==> src/pmt_pkg.sv <==
// package for the 8-bit period match timer
// assumes a single 100 MHz bus clock and an AHB-Lite register port
package pmt_pkg;

  // ----------------------------------------
  // register map (byte addresses)
  // ----------------------------------------
  localparam logic [7:0] PMT_COUNT_OFS = 8'h00;
  localparam logic [7:0] PMT_LIMIT_OFS = 8'h04;
  localparam logic [7:0] PMT_CTRL_OFS = 8'h08;
  localparam logic [7:0] PMT_FLAG_OFS = 8'h0c;
  localparam logic [7:0] PMT_ENABLE_OFS = 8'h10;

  // ----------------------------------------
  // reset values and field positions
  // ----------------------------------------
  localparam logic [7:0] PMT_COUNT_RST = 8'h00;
  localparam logic [7:0] PMT_LIMIT_RST = 8'hff;
  localparam logic [6:0] PMT_CTRL_RST = 7'h00;
  localparam int PMT_RUN_BIT = 2;
  localparam int PMT_MDIV_LSB = 3;

  // instruction clock is the core clock divided by four
  localparam logic [1:0] PMT_ICLK_DIV = 2'h3;
  localparam logic [1:0] PMT_ICLK_RST = 2'h0;

  // ----------------------------------------
  // types
  // ----------------------------------------
  typedef struct packed {
    logic [3:0] match_divide_select;
    logic timer_run_bit;
    logic [1:0] input_divide_select;
  } pmt_ctrl_type;

  typedef enum logic [2:0] {
    PMT_IDLE = 3'b001,
    PMT_WRITE = 3'b010,
    PMT_READ = 3'b100
  } pmt_bus_state_type;

endpackage : pmt_pkg

==> src/pmt_prescaler.sv <==
// input prescaler: divides instruction ticks by 1, 4, 16 or 64
// assumes tick_in is a one-cycle pulse on hclk
`timescale 1ns/100ps
module pmt_prescaler
  import pmt_pkg::*;
(
  // clock and reset
  input wire logic hclk,
  input wire logic hresetn,
  // control
  input wire logic clear,
  input wire logic [1:0] input_divide_select,
  input wire logic tick_in,
  // result
  output logic tick_out
);

  logic [5:0] count;
  logic [5:0] terminal;

  // divide select decode
  assign terminal = (input_divide_select == 2'h0) ? 6'h00 :
                    (input_divide_select == 2'h1) ? 6'h03 :
                    (input_divide_select == 2'h2) ? 6'h0f : 6'h3f;
  assign tick_out = tick_in && (count == terminal);

  // prescale counter, cleared by count or control writes and reset
  always_ff @(posedge hclk or negedge hresetn) begin
    if (!hresetn) begin
      count <= 6'h00;
    end else if (clear) begin
      count <= 6'h00;
    end else if (tick_in) begin
      count <= (count >= terminal) ? 6'h00 : 6'(count + 6'h01);
    end
  end

endmodule : pmt_prescaler

==> src/pmt_postscaler.sv <==
// match postscaler: one output pulse for every N+1 match pulses
// assumes match_in is a one-cycle pulse on hclk
`timescale 1ns/100ps
module pmt_postscaler
  import pmt_pkg::*;
(
  // clock and reset
  input wire logic hclk,
  input wire logic hresetn,
  // control
  input wire logic clear,
  input wire logic [3:0] match_divide_select,
  input wire logic match_in,
  // result
  output logic event_out
);

  logic [3:0] count;

  assign event_out = match_in && (count >= match_divide_select);

  // postscale counter; a lowered ratio wraps at once instead of running on
  always_ff @(posedge hclk or negedge hresetn) begin
    if (!hresetn) begin
      count <= 4'h0;
    end else if (clear) begin
      count <= 4'h0;
    end else if (match_in) begin
      count <= event_out ? 4'h0 : 4'(count + 4'h1);
    end
  end

endmodule : pmt_postscaler

==> src/pmt_timer.sv <==
// 8-bit period match timer with AHB-Lite register slave
// assumes one clock hclk at 100 MHz, a single master, sleep from the core
//
// The address map and the AHB-Lite interface to the registers were left to the implementer.
`timescale 1ns/100ps
module pmt_timer
  import pmt_pkg::*;
(
  // clock and reset
  input wire logic hclk,
  input wire logic hresetn,
  // AHB-Lite slave
  input wire logic hsel,
  input wire logic [7:0] haddr,
  input wire logic [1:0] htrans,
  input wire logic hwrite,
  input wire logic [2:0] hsize,
  input wire logic [31:0] hwdata,
  input wire logic hready,
  output logic [31:0] hrdata,
  output logic hreadyout,
  output logic hresp,
  // core sleep, from outside the clock domain
  input wire logic sleep,
  // pulse width unit time base and interrupt
  output logic match_out,
  output logic irq
);

  // ----------------------------------------
  // state
  // ----------------------------------------
  logic [7:0] period_count;
  logic [7:0] period_limit;
  pmt_ctrl_type timer_control_reg;
  logic match_irq_flag;
  logic match_irq_enable;
  logic [1:0] iclk_div;
  logic sleep_meta;
  logic sleep_sync;
  logic match_pending;
  pmt_bus_state_type bus_state;
  logic [7:0] addr_q;

  // ----------------------------------------
  // bus decode
  // ----------------------------------------
  // one compare for every register select, so the map stays in one place
  function automatic logic reg_hit(input logic [7:0] addr, input logic [7:0] ofs);
    return addr == ofs;
  endfunction : reg_hit

  wire access_ok = hsel && hready && htrans[1];
  wire wr_phase = (bus_state == PMT_WRITE);
  wire wr_count = wr_phase && reg_hit(addr_q, PMT_COUNT_OFS);
  wire wr_limit = wr_phase && reg_hit(addr_q, PMT_LIMIT_OFS);
  wire wr_ctrl = wr_phase && reg_hit(addr_q, PMT_CTRL_OFS);
  wire wr_flag = wr_phase && reg_hit(addr_q, PMT_FLAG_OFS);
  wire wr_enable = wr_phase && reg_hit(addr_q, PMT_ENABLE_OFS);
  // count and control writes restart both scalers so a new ratio begins on a clean boundary
  wire scaler_clear = wr_count || wr_ctrl;
  logic [31:0] read_value;

  // read mux, unmapped reads return zero
  always_comb begin
    if (reg_hit(haddr, PMT_COUNT_OFS)) begin
      read_value = {24'h0, period_count};
    end else if (reg_hit(haddr, PMT_LIMIT_OFS)) begin
      read_value = {24'h0, period_limit};
    end else if (reg_hit(haddr, PMT_CTRL_OFS)) begin
      read_value = {25'h0, timer_control_reg};
    end else if (reg_hit(haddr, PMT_FLAG_OFS)) begin
      read_value = {31'h0, match_irq_flag};
    end else if (reg_hit(haddr, PMT_ENABLE_OFS)) begin
      read_value = {31'h0, match_irq_enable};
    end else begin
      read_value = 32'h0;
    end
  end

  assign hreadyout = 1'b1;
  assign hresp = 1'b0;

  // address phase capture; zero wait states
  always_ff @(posedge hclk or negedge hresetn) begin
    if (!hresetn) begin
      bus_state <= PMT_IDLE;
      addr_q <= 8'h00;
      hrdata <= 32'h0;
    end else begin
      case (bus_state)
        PMT_IDLE, PMT_WRITE, PMT_READ: begin
          if (access_ok && hwrite) begin
            bus_state <= PMT_WRITE;
          end else if (access_ok) begin
            bus_state <= PMT_READ;
          end else begin
            bus_state <= PMT_IDLE;
          end
        end
        default: begin
          bus_state <= PMT_IDLE;
        end
      endcase
      if (access_ok) begin
        addr_q <= haddr;
      end
      if (access_ok && !hwrite) begin
        hrdata <= read_value;
      end
    end
  end

  // ----------------------------------------
  // instruction clock tick and sleep sync
  // ----------------------------------------
  wire iclk_tick = (iclk_div == PMT_ICLK_DIV);
  wire run_tick = iclk_tick && timer_control_reg.timer_run_bit && !sleep_sync;

  // divide by four for the instruction clock; sleep passes two flops
  always_ff @(posedge hclk or negedge hresetn) begin
    if (!hresetn) begin
      iclk_div <= PMT_ICLK_RST;
      sleep_meta <= 1'b0;
      sleep_sync <= 1'b0;
    end else begin
      iclk_div <= 2'(iclk_div + 2'h1);
      sleep_meta <= sleep;
      sleep_sync <= sleep_meta;
    end
  end

  logic pre_tick;
  logic post_event;

  pmt_prescaler pmt_prescaler_inst (
    .hclk(hclk),
    .hresetn(hresetn),
    .clear(scaler_clear),
    .input_divide_select(timer_control_reg.input_divide_select),
    .tick_in(run_tick),
    .tick_out(pre_tick)
  );

  // ----------------------------------------
  // compare and count
  // ----------------------------------------
  wire equal_now = (period_count == period_limit);
  // one match pulse per equal period, given on the tick that restarts
  wire match_pulse = pre_tick && equal_now;
  assign match_out = match_pending;

  // count register; software write has priority over the hardware
  always_ff @(posedge hclk or negedge hresetn) begin
    if (!hresetn) begin
      period_count <= PMT_COUNT_RST;
      period_limit <= PMT_LIMIT_RST;
      timer_control_reg <= PMT_CTRL_RST;
      match_pending <= 1'b0;
    end else begin
      match_pending <= match_pulse;
      if (wr_count) begin
        period_count <= hwdata[7:0];
      end else if (match_pulse) begin
        period_count <= PMT_COUNT_RST;
      end else if (pre_tick) begin
        period_count <= 8'(period_count + 8'h01);
      end
      if (wr_limit) begin
        period_limit <= hwdata[7:0];
      end
      if (wr_ctrl) begin
        timer_control_reg <= pmt_ctrl_type'(hwdata[6:0]);
      end
    end
  end

  pmt_postscaler pmt_postscaler_inst (
    .hclk(hclk),
    .hresetn(hresetn),
    .clear(scaler_clear),
    .match_divide_select(timer_control_reg.match_divide_select),
    .match_in(match_pulse),
    .event_out(post_event)
  );

  // ----------------------------------------
  // interrupt flag and enable
  // ----------------------------------------
  // set wins over a write-one clear in the same cycle
  always_ff @(posedge hclk or negedge hresetn) begin
    if (!hresetn) begin
      match_irq_flag <= 1'b0;
      match_irq_enable <= 1'b0;
    end else begin
      if (post_event) begin
        match_irq_flag <= 1'b1;
      end else if (wr_flag && hwdata[0]) begin
        match_irq_flag <= 1'b0;
      end
      if (wr_enable) begin
        match_irq_enable <= hwdata[0];
      end
    end
  end

  assign irq = match_irq_flag && match_irq_enable;

  // ----------------------------------------
  // checks
  // ----------------------------------------
  count_reset_a: assert property (@(posedge hclk) disable iff (!hresetn)
    match_pulse && !wr_count |=> period_count == 8'h00)
    else $error("count not cleared after match");
  count_hold_a: assert property (@(posedge hclk) disable iff (!hresetn)
    !pre_tick && !wr_count |=> $stable(period_count))
    else $error("count moved without tick");
  count_step_a: assert property (@(posedge hclk) disable iff (!hresetn)
    pre_tick && !equal_now && !wr_count |=> period_count == 8'($past(period_count) + 8'h01))
    else $error("count did not step");
  write_wins_a: assert property (@(posedge hclk) disable iff (!hresetn)
    wr_count |=> period_count == $past(hwdata[7:0]))
    else $error("count write lost");
  match_out_a: assert property (@(posedge hclk) disable iff (!hresetn)
    match_pulse |=> match_out)
    else $error("match not forwarded");
  flag_set_a: assert property (@(posedge hclk) disable iff (!hresetn)
    post_event |=> match_irq_flag)
    else $error("flag not set");
  irq_gate_a: assert property (@(posedge hclk) disable iff (!hresetn)
    post_event && match_irq_enable && !wr_enable |=> irq)
    else $error("irq not raised while enabled");
  sleep_hold_a: assert property (@(posedge hclk) disable iff (!hresetn)
    sleep_sync && !wr_count |=> $stable(period_count))
    else $error("count moved in sleep");
  tick_rate_a: assert property (@(posedge hclk) disable iff (!hresetn)
    iclk_tick |=> !iclk_tick [*3])
    else $error("instruction tick too often");
  ctrl_keep_a: assert property (@(posedge hclk) disable iff (!hresetn)
    wr_ctrl && !pre_tick |=> $stable(period_count))
    else $error("control write changed count");
  // register and flag bookkeeping
  limit_write_a: assert property (@(posedge hclk) disable iff (!hresetn)
    wr_limit |=> period_limit == $past(hwdata[7:0]))
    else $error("limit write lost");
  limit_keep_a: assert property (@(posedge hclk) disable iff (!hresetn)
    !wr_limit |=> $stable(period_limit))
    else $error("limit changed without write");
  ctrl_write_a: assert property (@(posedge hclk) disable iff (!hresetn)
    wr_ctrl |=> timer_control_reg == pmt_ctrl_type'($past(hwdata[6:0])))
    else $error("control write lost");
  ctrl_hold_a: assert property (@(posedge hclk) disable iff (!hresetn)
    !wr_ctrl |=> $stable(timer_control_reg))
    else $error("control changed without write");
  flag_clear_a: assert property (@(posedge hclk) disable iff (!hresetn)
    wr_flag && hwdata[0] && !post_event |=> !match_irq_flag)
    else $error("flag not cleared");
  flag_latch_a: assert property (@(posedge hclk) disable iff (!hresetn)
    match_irq_flag && !wr_flag |=> match_irq_flag)
    else $error("flag dropped by itself");
  flag_cause_a: assert property (@(posedge hclk) disable iff (!hresetn)
    !match_irq_flag && !post_event |=> !match_irq_flag)
    else $error("flag set without event");
  enable_write_a: assert property (@(posedge hclk) disable iff (!hresetn)
    wr_enable |=> match_irq_enable == $past(hwdata[0]))
    else $error("enable write lost");
  run_gate_a: assert property (@(posedge hclk) disable iff (!hresetn)
    !timer_control_reg.timer_run_bit |-> !pre_tick)
    else $error("tick while stopped");
  count_read_a: assert property (@(posedge hclk) disable iff (!hresetn)
    access_ok && !hwrite && reg_hit(haddr, PMT_COUNT_OFS) |=>
    hrdata == {24'h000000, $past(period_count)})
    else $error("count read wrong");
  hrdata_hold_a: assert property (@(posedge hclk) disable iff (!hresetn)
    !(access_ok && !hwrite) |=> $stable(hrdata))
    else $error("read data moved without read");
  match_single_a: assert property (@(posedge hclk) disable iff (!hresetn)
    match_out |=> !match_out)
    else $error("match pulse too long");
  // scaler clears reach inside the two counters
  pre_clear_a: assert property (@(posedge hclk) disable iff (!hresetn)
    scaler_clear |=> pmt_prescaler_inst.count == 6'h00)
    else $error("prescaler not cleared");
  post_clear_a: assert property (@(posedge hclk) disable iff (!hresetn)
    scaler_clear |=> pmt_postscaler_inst.count == 4'h0)
    else $error("postscaler not cleared");

endmodule : pmt_timer

==> config.mk <==
export PLATFORM = sky130hd
export DESIGN_NAME = pmt_timer
export DESIGN_NICKNAME = d
export VERILOG_FILES = /design/src/pmt_pkg.sv /design/src/pmt_prescaler.sv /design/src/pmt_postscaler.sv /design/src/pmt_timer.sv
export SDC_FILE = /design/constraint.sdc
export NUM_CORES = 1
export LEC_CHECK = 0
export ABC_AREA = 1
export BUFFER_PORTS_ARGS = -buffer_cell sky130_fd_sc_hd__buf_2
export CORE_MARGIN = 1
export CORE_UTILIZATION = 50
export CTS_CLUSTER_SIZE = 24
export DETAILED_ROUTE_END_ITERATION = 7
export MAX_ROUTING_LAYER = met4
export PLACE_DENSITY_LB_ADDON = 0.12
export SLEW_MARGIN = 20
export SYNTH_ARGS = -nofsm -noshare
export SYNTH_HDL_FRONTEND = slang
export SYNTH_SLANG_ARGS = --single-unit
==> constraint.sdc <==
create_clock -name hclk -period 5.08 [get_ports hclk]
set_input_delay 1.016 -clock hclk [delete_from_list [all_inputs] [get_ports hclk]]
set_output_delay 1.016 -clock hclk [all_outputs]
set_load 0.02 [all_outputs]
==> summary.md, run 1 <==
| Metric | Value |
|---|---|
| Post-layout utilization of the core | `57.2%` |
| Fin crit share | `42.5%` |
| Vias | `2930` |
| Worst setup EP type | `flop` |
| Lkg Pwr | `2.23 nW` |
| Antenna-violating nets left | `0` |
| Post-DP HPWL | `around 5700 um` |
| Syn Area/Cell | `8.14 um2` |
| PD cells | `286 nW/um2` |
| Nets | `540` |
| Max-cap violation count | `0` |
| Wire length per cell | `13.0 um` |
| Largest net degree at the start of global routing | `40` |
| Initial antenna violation count | `0` |
| R2R depth | `9` |
| H-tree levels | `3` |
| Hold Fails Final Rpt | `0` |
| Startpoint types | `primary input` |
| Share of layout cells above drive strength 1 | `19.1%` |
| Core area | `6870 um2` |
| Hold buffers post-CTS | `0` |
| CTS Buffer Depth | `2` |
| Outcome | `complete, no violations` |
| Synth Area in Simple Gates | `30.6%` |
| Slew Limit Fails | `0` |
| Fillers | `705` |
| Crit Path Class | `primary input to flop` |
| Setup TNS | `0 ns` |
| Global-route wire length before repair | `between 10000 and 15000 um` |
| DR pass1 iterations | `5` |
| Synthesized cell area | `3590 um2` |
| Cts bufs inserted | `9` |
| Final Critical Period | `2.16 ns` |
| Compound-cell area share of the yosys netlist | `~6%` |
| Clock share of power | `40.8%` |
| Initial DRC Count | `between 200 and 250` |
| Sequential area share after synthesis | `41.4%` |
| Mux cell area share after synthesis | `0.314%` |
| Int Pwr | `0.000817 W` |
| Crit path max fanout | `17` |
| Post-cts repair resize count | `0` |
| Rel. slew slack | `66.5%` |
| Area of the multi-input gates | `1740 um2` |
| Peak supply drop | `0.161 mV` |
| Comb power frac | `around 12%` |
| DRC viols | `0` |
| Reg2reg setup slack | `3.21 ns` |
| Final WL | `between 7000 and 8000 um` |
| Width of the die | `86.7 um` |
| TritonCTS clock tree | `yes` |
| Post-CTS setup buffers | `0` |
| Buffers on Ports | `32` |
| R2R Path End | `period_count[0]$_DFFE_PN0P_` |
| Reg area | `~1500 um2` |
| Yosys warnings | `0` |
| Clk sinks | `slightly below 60` |
| Boundary Pins | `87` |
| RSZ-0062 raised after global routing | `no` |
| Chip height | `86.7 um` |
| Synthesized instance count | `441` |
| Netlist cell types | `36` |
| Reg power frac | `46.9%` |
| Gr ovfl total | `0` |
| Final GP Congestion | `approximately 0.87` |
| Post-synthesis adder-cell area fraction | `4.53%` |
| CP Cell Sequence | `buf_2, nand3_2, nor2_2, inv_1, a21oi_1, a21oi_1` |
| Synth-to-layout area growth | `9.41%` |
| P_sw | `0.000307 W` |
| CP required | `5.30 ns` |
| Vias in the first global route | `2729` |
| Worst-margin pin slew | `0.502 ns` |
| Full die area | `7520 um2` |
| Main combinational cell family by area after synthesis | `simple AND/OR/NAND/NOR gates` |
| Skew-Pair Late Insertion Delay | `0.34 ns` |
| CTS clk-pin slew, worst paths | `approximately 0.070 ns` |
| RR Startpoint | `timer_control_reg[1]$_DFFE_PN0P_` |
| Via-to-Cell Ratio | `5.08` |
| Total track usage | `23.4%` |
| Critical path destination | `hrdata[7]$_DFFE_PN0P_` |
| CP max-delay cell | `nor2_2` |
| XOR/XNOR Fraction of Synth Area | `under 10%` |
| FP Rows | `30` |
| Final Skew | `0.00843 ns` |
| FMAX | `463 MHz` |
| Slowest stage delay, CP | `~0.47 ns` |
| CP dominant cell by count | `a21oi_1` |
| Initial Util | `52.3%` |
| Antenna Cells | `0` |
| Flops & latches, synth | `59` |
| Root Buffer | `clkbuf_8` |
| # setup viols final | `0` |
| WP data arrival | `2.38 ns` |
| Sw Share | `27.3%` |
| Commonest non-fill, non-tap cell in the layout | `nand2_1` |
| Worst setup path start | `hsel` |
| Min-Delay Path Class | `flop to flop` |
| Highest-count cells in the layout ignoring fill and taps | `108 x nand2_1, 50 x dfrtp_1, 48 x inv_1` |
## through the flow
step / power (W) / cells / worst slack [ns] / area (um2) / hold slack [ns]
2_1_floorplan: 0.000643 / 465 / 3.20 / 3680 / 0.331
3_3_place_gp: 0.000668 / 561 / 2.61 / 3720 / 0.336
3_5_place_dp: 0.000672 / 561 / 2.61 / 3720 / 0.339
4_1_cts: 0.00113 / 577 / 2.97 / 3930 / 0.355
5_1_grt: 0.00117 / 577 / 2.74 / 3930 / 0.365
6_report: 0.00112 / 577 / 2.92 / 3930 / 0.354
## critical path, delay by kind of cell
family | cells | cell delay [ns]
buffers and inverters | 2 | 0.36
AO/OA/AOI/OAI | 2 | 0.26
AND/OR/NAND/NOR | 2 | 0.74
## cells by family (layout without fill, tap and decap cells)
family          count (synthesis)  after routing
compound gates                 41             41
xor+xnor                       17             17
fa+ha+maj                      13             13
buf+inv                        87            103
flops                          59             59
mux                             1              1
other cells                     2             26
simple gates                  221            221
## per-layer routing
metal / routed length, um / track usage, % / vias to the layer above
li1: - / - / 1444
met5: 0 / - / -
met4: 110 / 8.03 / 0
met1: 3670 / 31.7 / 1385
met3: 350 / 4.00 / 11
met2: 3400 / 35.6 / 90
## area by class of cell
type	count	share of cell area (%)
Sequential cell	59	37.9
Timing Repair Buffer	33	4.27
Clock inverter	6	2.04
Multi-Input combinational cell	319	44.3
Clock buffer	10	3.25
Tap cell	96	3.06
Inverter	54	5.22
## power by group through the flow
stage | registers [W] | clock network [W] | logic [W]
after floorplan | 0.000531 | 0 | 0.000112
after global placement | 0.000534 | 0 | 0.000134
after detailed placement | 0.000535 | 0 | 0.000137
after CTS | 0.000526 | 0.000468 | 0.000139
after global routing | 0.000530 | 0.000485 | 0.000159
final | 0.000526 | 0.000459 | 0.000138
## synth_stat cells, drive strengths merged
| cell | instances | area share [%] |
|---|---|---|
| nand2 | 114 | 13 |
| o21ai | 28 | 4.0 |
| xor2 | 8 | 2.0 |
| ha | 13 | 4.5 |
| nor3 | 8 | 1.5 |
| o21a | 1 | 0.21 |
| clkbuf | 1 | 0.10 |
| a21oi | 9 | 1.3 |
| o21bai | 1 | 0.21 |
| nand3b | 2 | 0.77 |
| dfstp | 9 | 6.6 |
| xnor2 | 9 | 2.2 |
| inv | 54 | 5.7 |
| nand4 | 21 | 3.7 |
| nor2 | 32 | 5.5 |
| buf | 32 | 6.8 |
| dfrtp | 50 | 35 |
| conb | 2 | 0.21 |
| o31ai | 1 | 0.21 |
| mux2 | 1 | 0.31 |
| a21o | 1 | 0.21 |
| nand3 | 44 | 6.6 |
## worst min-delay path by stage
stage	start	end	slack, ns	depth (start not counted)
floorplan	sleep_meta$_DFF_PN0_	sleep_sync$_DFF_PN0_	0.33	0
global placement	sleep_meta$_DFF_PN0_	sleep_sync$_DFF_PN0_	0.34	0
detailed placement	sleep_meta$_DFF_PN0_	sleep_sync$_DFF_PN0_	0.34	0
CTS	sleep_meta$_DFF_PN0_	sleep_sync$_DFF_PN0_	0.35	0
global route	sleep_meta$_DFF_PN0_	sleep_sync$_DFF_PN0_	0.36	0
finish	sleep_meta$_DFF_PN0_	sleep_sync$_DFF_PN0_	0.35	0
Note: power is estimated with default switching activity, not from simulation.
==> run 2, diff against run 1 <==
--- a/config.mk
+++ b/config.mk
@@ -5,10 +5,10 @@
 export SDC_FILE = /design/constraint.sdc
 export NUM_CORES = 1
 export LEC_CHECK = 0
-export ABC_AREA = 1
+export ABC_AREA = 0
 export BUFFER_PORTS_ARGS = -buffer_cell sky130_fd_sc_hd__buf_2
 export CORE_MARGIN = 1
-export CORE_UTILIZATION = 50
+export CORE_UTILIZATION = 48
 export CTS_CLUSTER_SIZE = 24
 export DETAILED_ROUTE_END_ITERATION = 7
 export MAX_ROUTING_LAYER = met4
==> constraint.sdc (replaced) <==
create_clock -name hclk -period 1.9 [get_ports hclk]
set_input_delay 0.38 -clock hclk [delete_from_list [all_inputs] [get_ports hclk]]
set_output_delay 0.38 -clock hclk [all_outputs]
set_load 0.02 [all_outputs]
==> summary.md, run 2 <==
| Metric | Value |
|---|---|
| Sw Share | `32.2% (was 27.3%)` |
| Clk sinks | `59 (unchanged)` |
| Hold buffers post-CTS | `0 (unchanged)` |
| Syn Area/Cell | `9.71 um2 (was 8.14 um2)` |
| Vias in the first global route | `2536 (was 2729)` |
| CP required | `2.13 ns (was 5.30 ns)` |
| Min-Delay Path Class | `primary input to asynchronous set/reset pin (was flop to flop)` |
| Peak supply drop | `0.538 mV (was 0.161 mV)` |
| Vias | `2641 (was 2930)` |
| R2R depth | `9 (unchanged)` |
| Reg power frac | `41.8% (was 46.9%)` |
| Final Critical Period | `1.94 ns` |
| Reg2reg setup slack | `-0.04 ns (was 3.21 ns)` |
| DRC viols | `0 (unchanged)` |
| Netlist cell types | `48 (was 36)` |
| Critical path destination | `period_count[5]$_DFFE_PN0P_ (was hrdata[7]$_DFFE_PN0P_)` |
| Worst Slack Setup Final | `-0.0434 ns (was 2.92 ns)` |
| Full die area | `7360 um2 (was 7520 um2)` |
| Comb power frac | `28.3% (was 12.3%)` |
| RR Startpoint | `timer_control_reg[1]$_DFFE_PN0P_ (unchanged)` |
| Largest net degree at the start of global routing | `60 (was 40)` |
| Worst setup path start | `timer_control_reg[1]$_DFFE_PN0P_ (was hsel)` |
| Crit path max fanout | `7 (was 17)` |
| Clock share of power | `29.9% (was 40.8%)` |
| Total track usage | `22.0% (was 23.4%)` |
| GR met3 Demand/Resource | `4.91% (was 4.00%)` |
| Crit Path Class | `flop to flop (was primary input to flop)` |
| Startpoint types | `flop (was primary input)` |
| Cts bufs inserted | `9 (unchanged)` |
| Gr ovfl total | `0 (unchanged)` |
| # setup viols final | `3 (was 0)` |
| Busiest grt layer | `met2 (unchanged)` |
| Chip height | `85.8 um (was 86.7 um)` |
| Cell taking the most area after synthesis | `dfrtp_1 (unchanged)` |
| Synth async-reset ratio | `100% (unchanged)` |
| Slew Limit Fails | `0 (unchanged)` |
| TritonCTS clock tree | `yes (unchanged)` |
| WP data arrival | `2.17 ns (was 2.38 ns)` |
| Wire length per cell | `14.7 um (was 13.0 um)` |
| Antenna Cells | `0 (unchanged)` |
| Commonest non-fill, non-tap cell in the layout | `dfrtp_1 (was nand2_1)` |
| Int Pwr | `0.00246 W (was 0.000817 W)` |
| Worst setup EP type | `flop (unchanged)` |
| Via-to-Cell Ratio | `5.16 (was 5.08)` |
| Width of the die | `85.8 um (was 86.7 um)` |
| DR pass1 iterations | `6 (was 5)` |
| Synth-to-layout area growth | `27.1% (was 9.41%)` |
| Number of enable flip-flop cells after synthesis | `0 (unchanged)` |
| Share of layout cells above drive strength 1 | `38.2% (was 19.1%)` |
| P_sw | `0.00117 W (was 0.000307 W)` |
| Final GP Congestion | `0.837 (was 0.871)` |
| RSZ-0062 raised after global routing | `yes (was no)` |
| Outcome | `finished, violations left (was complete, no violations)` |
| FMAX | `515 MHz` |
| Synthesized cell area | `3370 um2 (was 3590 um2)` |
| Core area | `6790 um2 (was 6870 um2)` |
| Most common flop cell mapped by yosys | `dfrtp_1 (unchanged)` |
| Boundary Pins | `87 (unchanged)` |
| Post-DP HPWL | `4850 um (was 5660 um)` |
| Highest-count cells in the layout ignoring fill and taps | `50 x dfrtp_1, 34 x nand2_1, 32 x buf_2 (was 108 x nand2_1, 50 x dfrtp_1, 48 x inv_1)` |
| Top cells by area, synth | `dfrtp_1 37%, dfstp_2 7.0%, mux2_2 7.0%, buf_4 5.8%, ha_1 4.8% (was dfrtp_1 35%, nand2_1 11%, dfstp_2 6.6%, nand3_1 5.7%, buf_4 5.4%)` |
| Initial Util | `49.6% (was 52.3%)` |
| Fin crit share | `102%` |
| Min Hold Slack | `0.0290 ns (was 0.354 ns)` |
| Post-layout utilization of the core | `63.0% (was 57.2%)` |
| Root Buffer | `clkbuf_8 (unchanged)` |
| Share of Yosys cell area claimed by the top area cell type | `37.1% (was 34.9%)` |
| Lkg Pwr | `1.98 nW (was 2.23 nW)` |
| CTS Buffer Depth | `2 (unchanged)` |
| Skew-Pair Late Insertion Delay | `0.35 ns (was 0.34 ns)` |
| Nets | `475 (was 540)` |
| Top-count cell post-synth | `dfrtp_1 (was nand2_1)` |
| Initial DRC Count | `118 (was 216)` |
| Buffers on Ports | `32 (unchanged)` |
| Sequential area share after synthesis | `44.2% (was 41.4%)` |
| Failing checks | `setup timing` |
| H-tree levels | `3 (unchanged)` |
| PD cells | `848 nW/um2 (was 286 nW/um2)` |
| Fillers | `572 (was 705)` |
| Antenna-violating nets left | `0 (unchanged)` |
| Yosys warnings | `0 (unchanged)` |
| FP Rows | `30 (unchanged)` |
| Overall power | `0.00363 W (was 0.00112 W)` |
| Met1 Track Usage GR | `27.9% (was 31.7%)` |
| Final Skew | `0.00653 ns (was 0.00843 ns)` |
| Hold Fails Final Rpt | `0 (unchanged)` |
| CTS clk-pin slew, worst paths | `0.07 ns (about the same)` |
| Synthesized instance count | `347 (was 441)` |
| Max-cap violation count | `0 (unchanged)` |
| Global-route wire length before repair | `12100 um (was 13000 um)` |
| Met2 global-route usage | `35.3% (was 35.6%)` |
| Post-synth top cells | `50 x dfrtp_1, 39 x nand2_1, 29 x a21oi_1, 29 x o21ai_0, 26 x buf_4 (was 108 x nand2_1, 50 x dfrtp_1, 48 x inv_1)` |
| Flops & latches, synth | `59 (unchanged)` |
| Final WL | `7500 um (was 7530 um)` |
| R2R Path End | `period_count[5]$_DFFE_PN0P_ (was period_count[0]$_DFFE_PN0P_)` |
| Setup TNS | `-0.0758 ns (was 0 ns)` |
| Initial antenna violation count | `0 (unchanged)` |
| DP Worst Slack | `-0.0939 ns (was 2.61 ns)` |
-- run 2: changes by cell type in the layout (fill, tap and decap cells not counted), sizes merged, moves of 8 or more --
cell	change
mux2	+21
xnor2	-8
nand2	-75
inv	-38
a21oi	+20
buf	+29
nand4	-20
nand3	-35
mux2i	+9
-- run 2: final cells by class --
cell class	count	area (um2)	area share, %
clock buffer	11	151	3.54
inverter	15	56.3	1.32
timing repair buffer	62	437	10.2
clock inverter	5	36.3	0.847
tap	96	120	2.81
multi-input combinational	264	1990	46.6
sequential	59	1490	34.7
-- run 2: per-layer routing --
metal | up-vias | wire, um
met5 | - | 0
met4 | 0 | 131
met3 | 11 | 235
met2 | 54 | 3710
met1 | 1287 | 3430
li1 | 1289 | -
-- run 2: worst min-delay path by stage --
| stage | from | to |
|---|---|---|
| floorplan | hresetn | addr_q[0]$_DFFE_PN0P_ |
| global placement | sleep_meta$_DFF_PN0_ | sleep_sync$_DFF_PN0_ |
| detailed placement | sleep_meta$_DFF_PN0_ | sleep_sync$_DFF_PN0_ |
| CTS | hresetn | sleep_sync$_DFF_PN0_ |
| global route | hresetn | timer_control_reg[5]$_DFFE_PN0P_ |
| finish | hresetn | timer_control_reg[5]$_DFFE_PN0P_ |
-- run 2: through the flow --
stage | cell area (um2) | std cells
after floorplan | 3460 | 371
after global placement | 3660 | 485
after detailed placement | 3660 | 485
after CTS | 3940 | 505
after global routing | 4280 | 512
final | 4280 | 512
-- run 2: logic make-up after synthesis --
family / share of synthesized area [%]
AO/OA/AOI/OAI: 11.0
XOR/XNOR: 2.60
adder cells (fa/ha/maj): 4.83
buffers and inverters: 8.95
flip-flops: 44.2
multiplexers: 10.0
other: 0.223
AND/OR/NAND/NOR: 18.3
-- run 2: power by group through the flow --
| stage | registers (W) | clock network, W | logic [W] |
|---|---|---|---|
| floorplan | 0.00150 | 0 | 0.000482 |
| finish | 0.00152 | 0.00109 | 0.00103 |
| global placement | 0.00150 | 0 | 0.000702 |
| global route | 0.00154 | 0.00116 | 0.00114 |
| CTS | 0.00148 | 0.00111 | 0.000824 |
| detailed placement | 0.00150 | 0 | 0.000727 |
-- run 2: repair_timing --
item	CTS	global route
resized for setup	13	56
buffers inserted	4	5
setup endpoints to repair	16	34
gates cloned	0	2
pin swaps	7	29
-- run 2: worst max-delay path, cell delays in order (launching register included) --
cell and delay (ns):
dfrtp_1 0.41, inv_1 0.13, ha_4 0.30, nand2_4 0.05, nor3_4 0.24, buf_6 0.14
and2b_4 0.21, o21ai_1 0.08, a21oi_1 0.16, a21oi_1 0.09
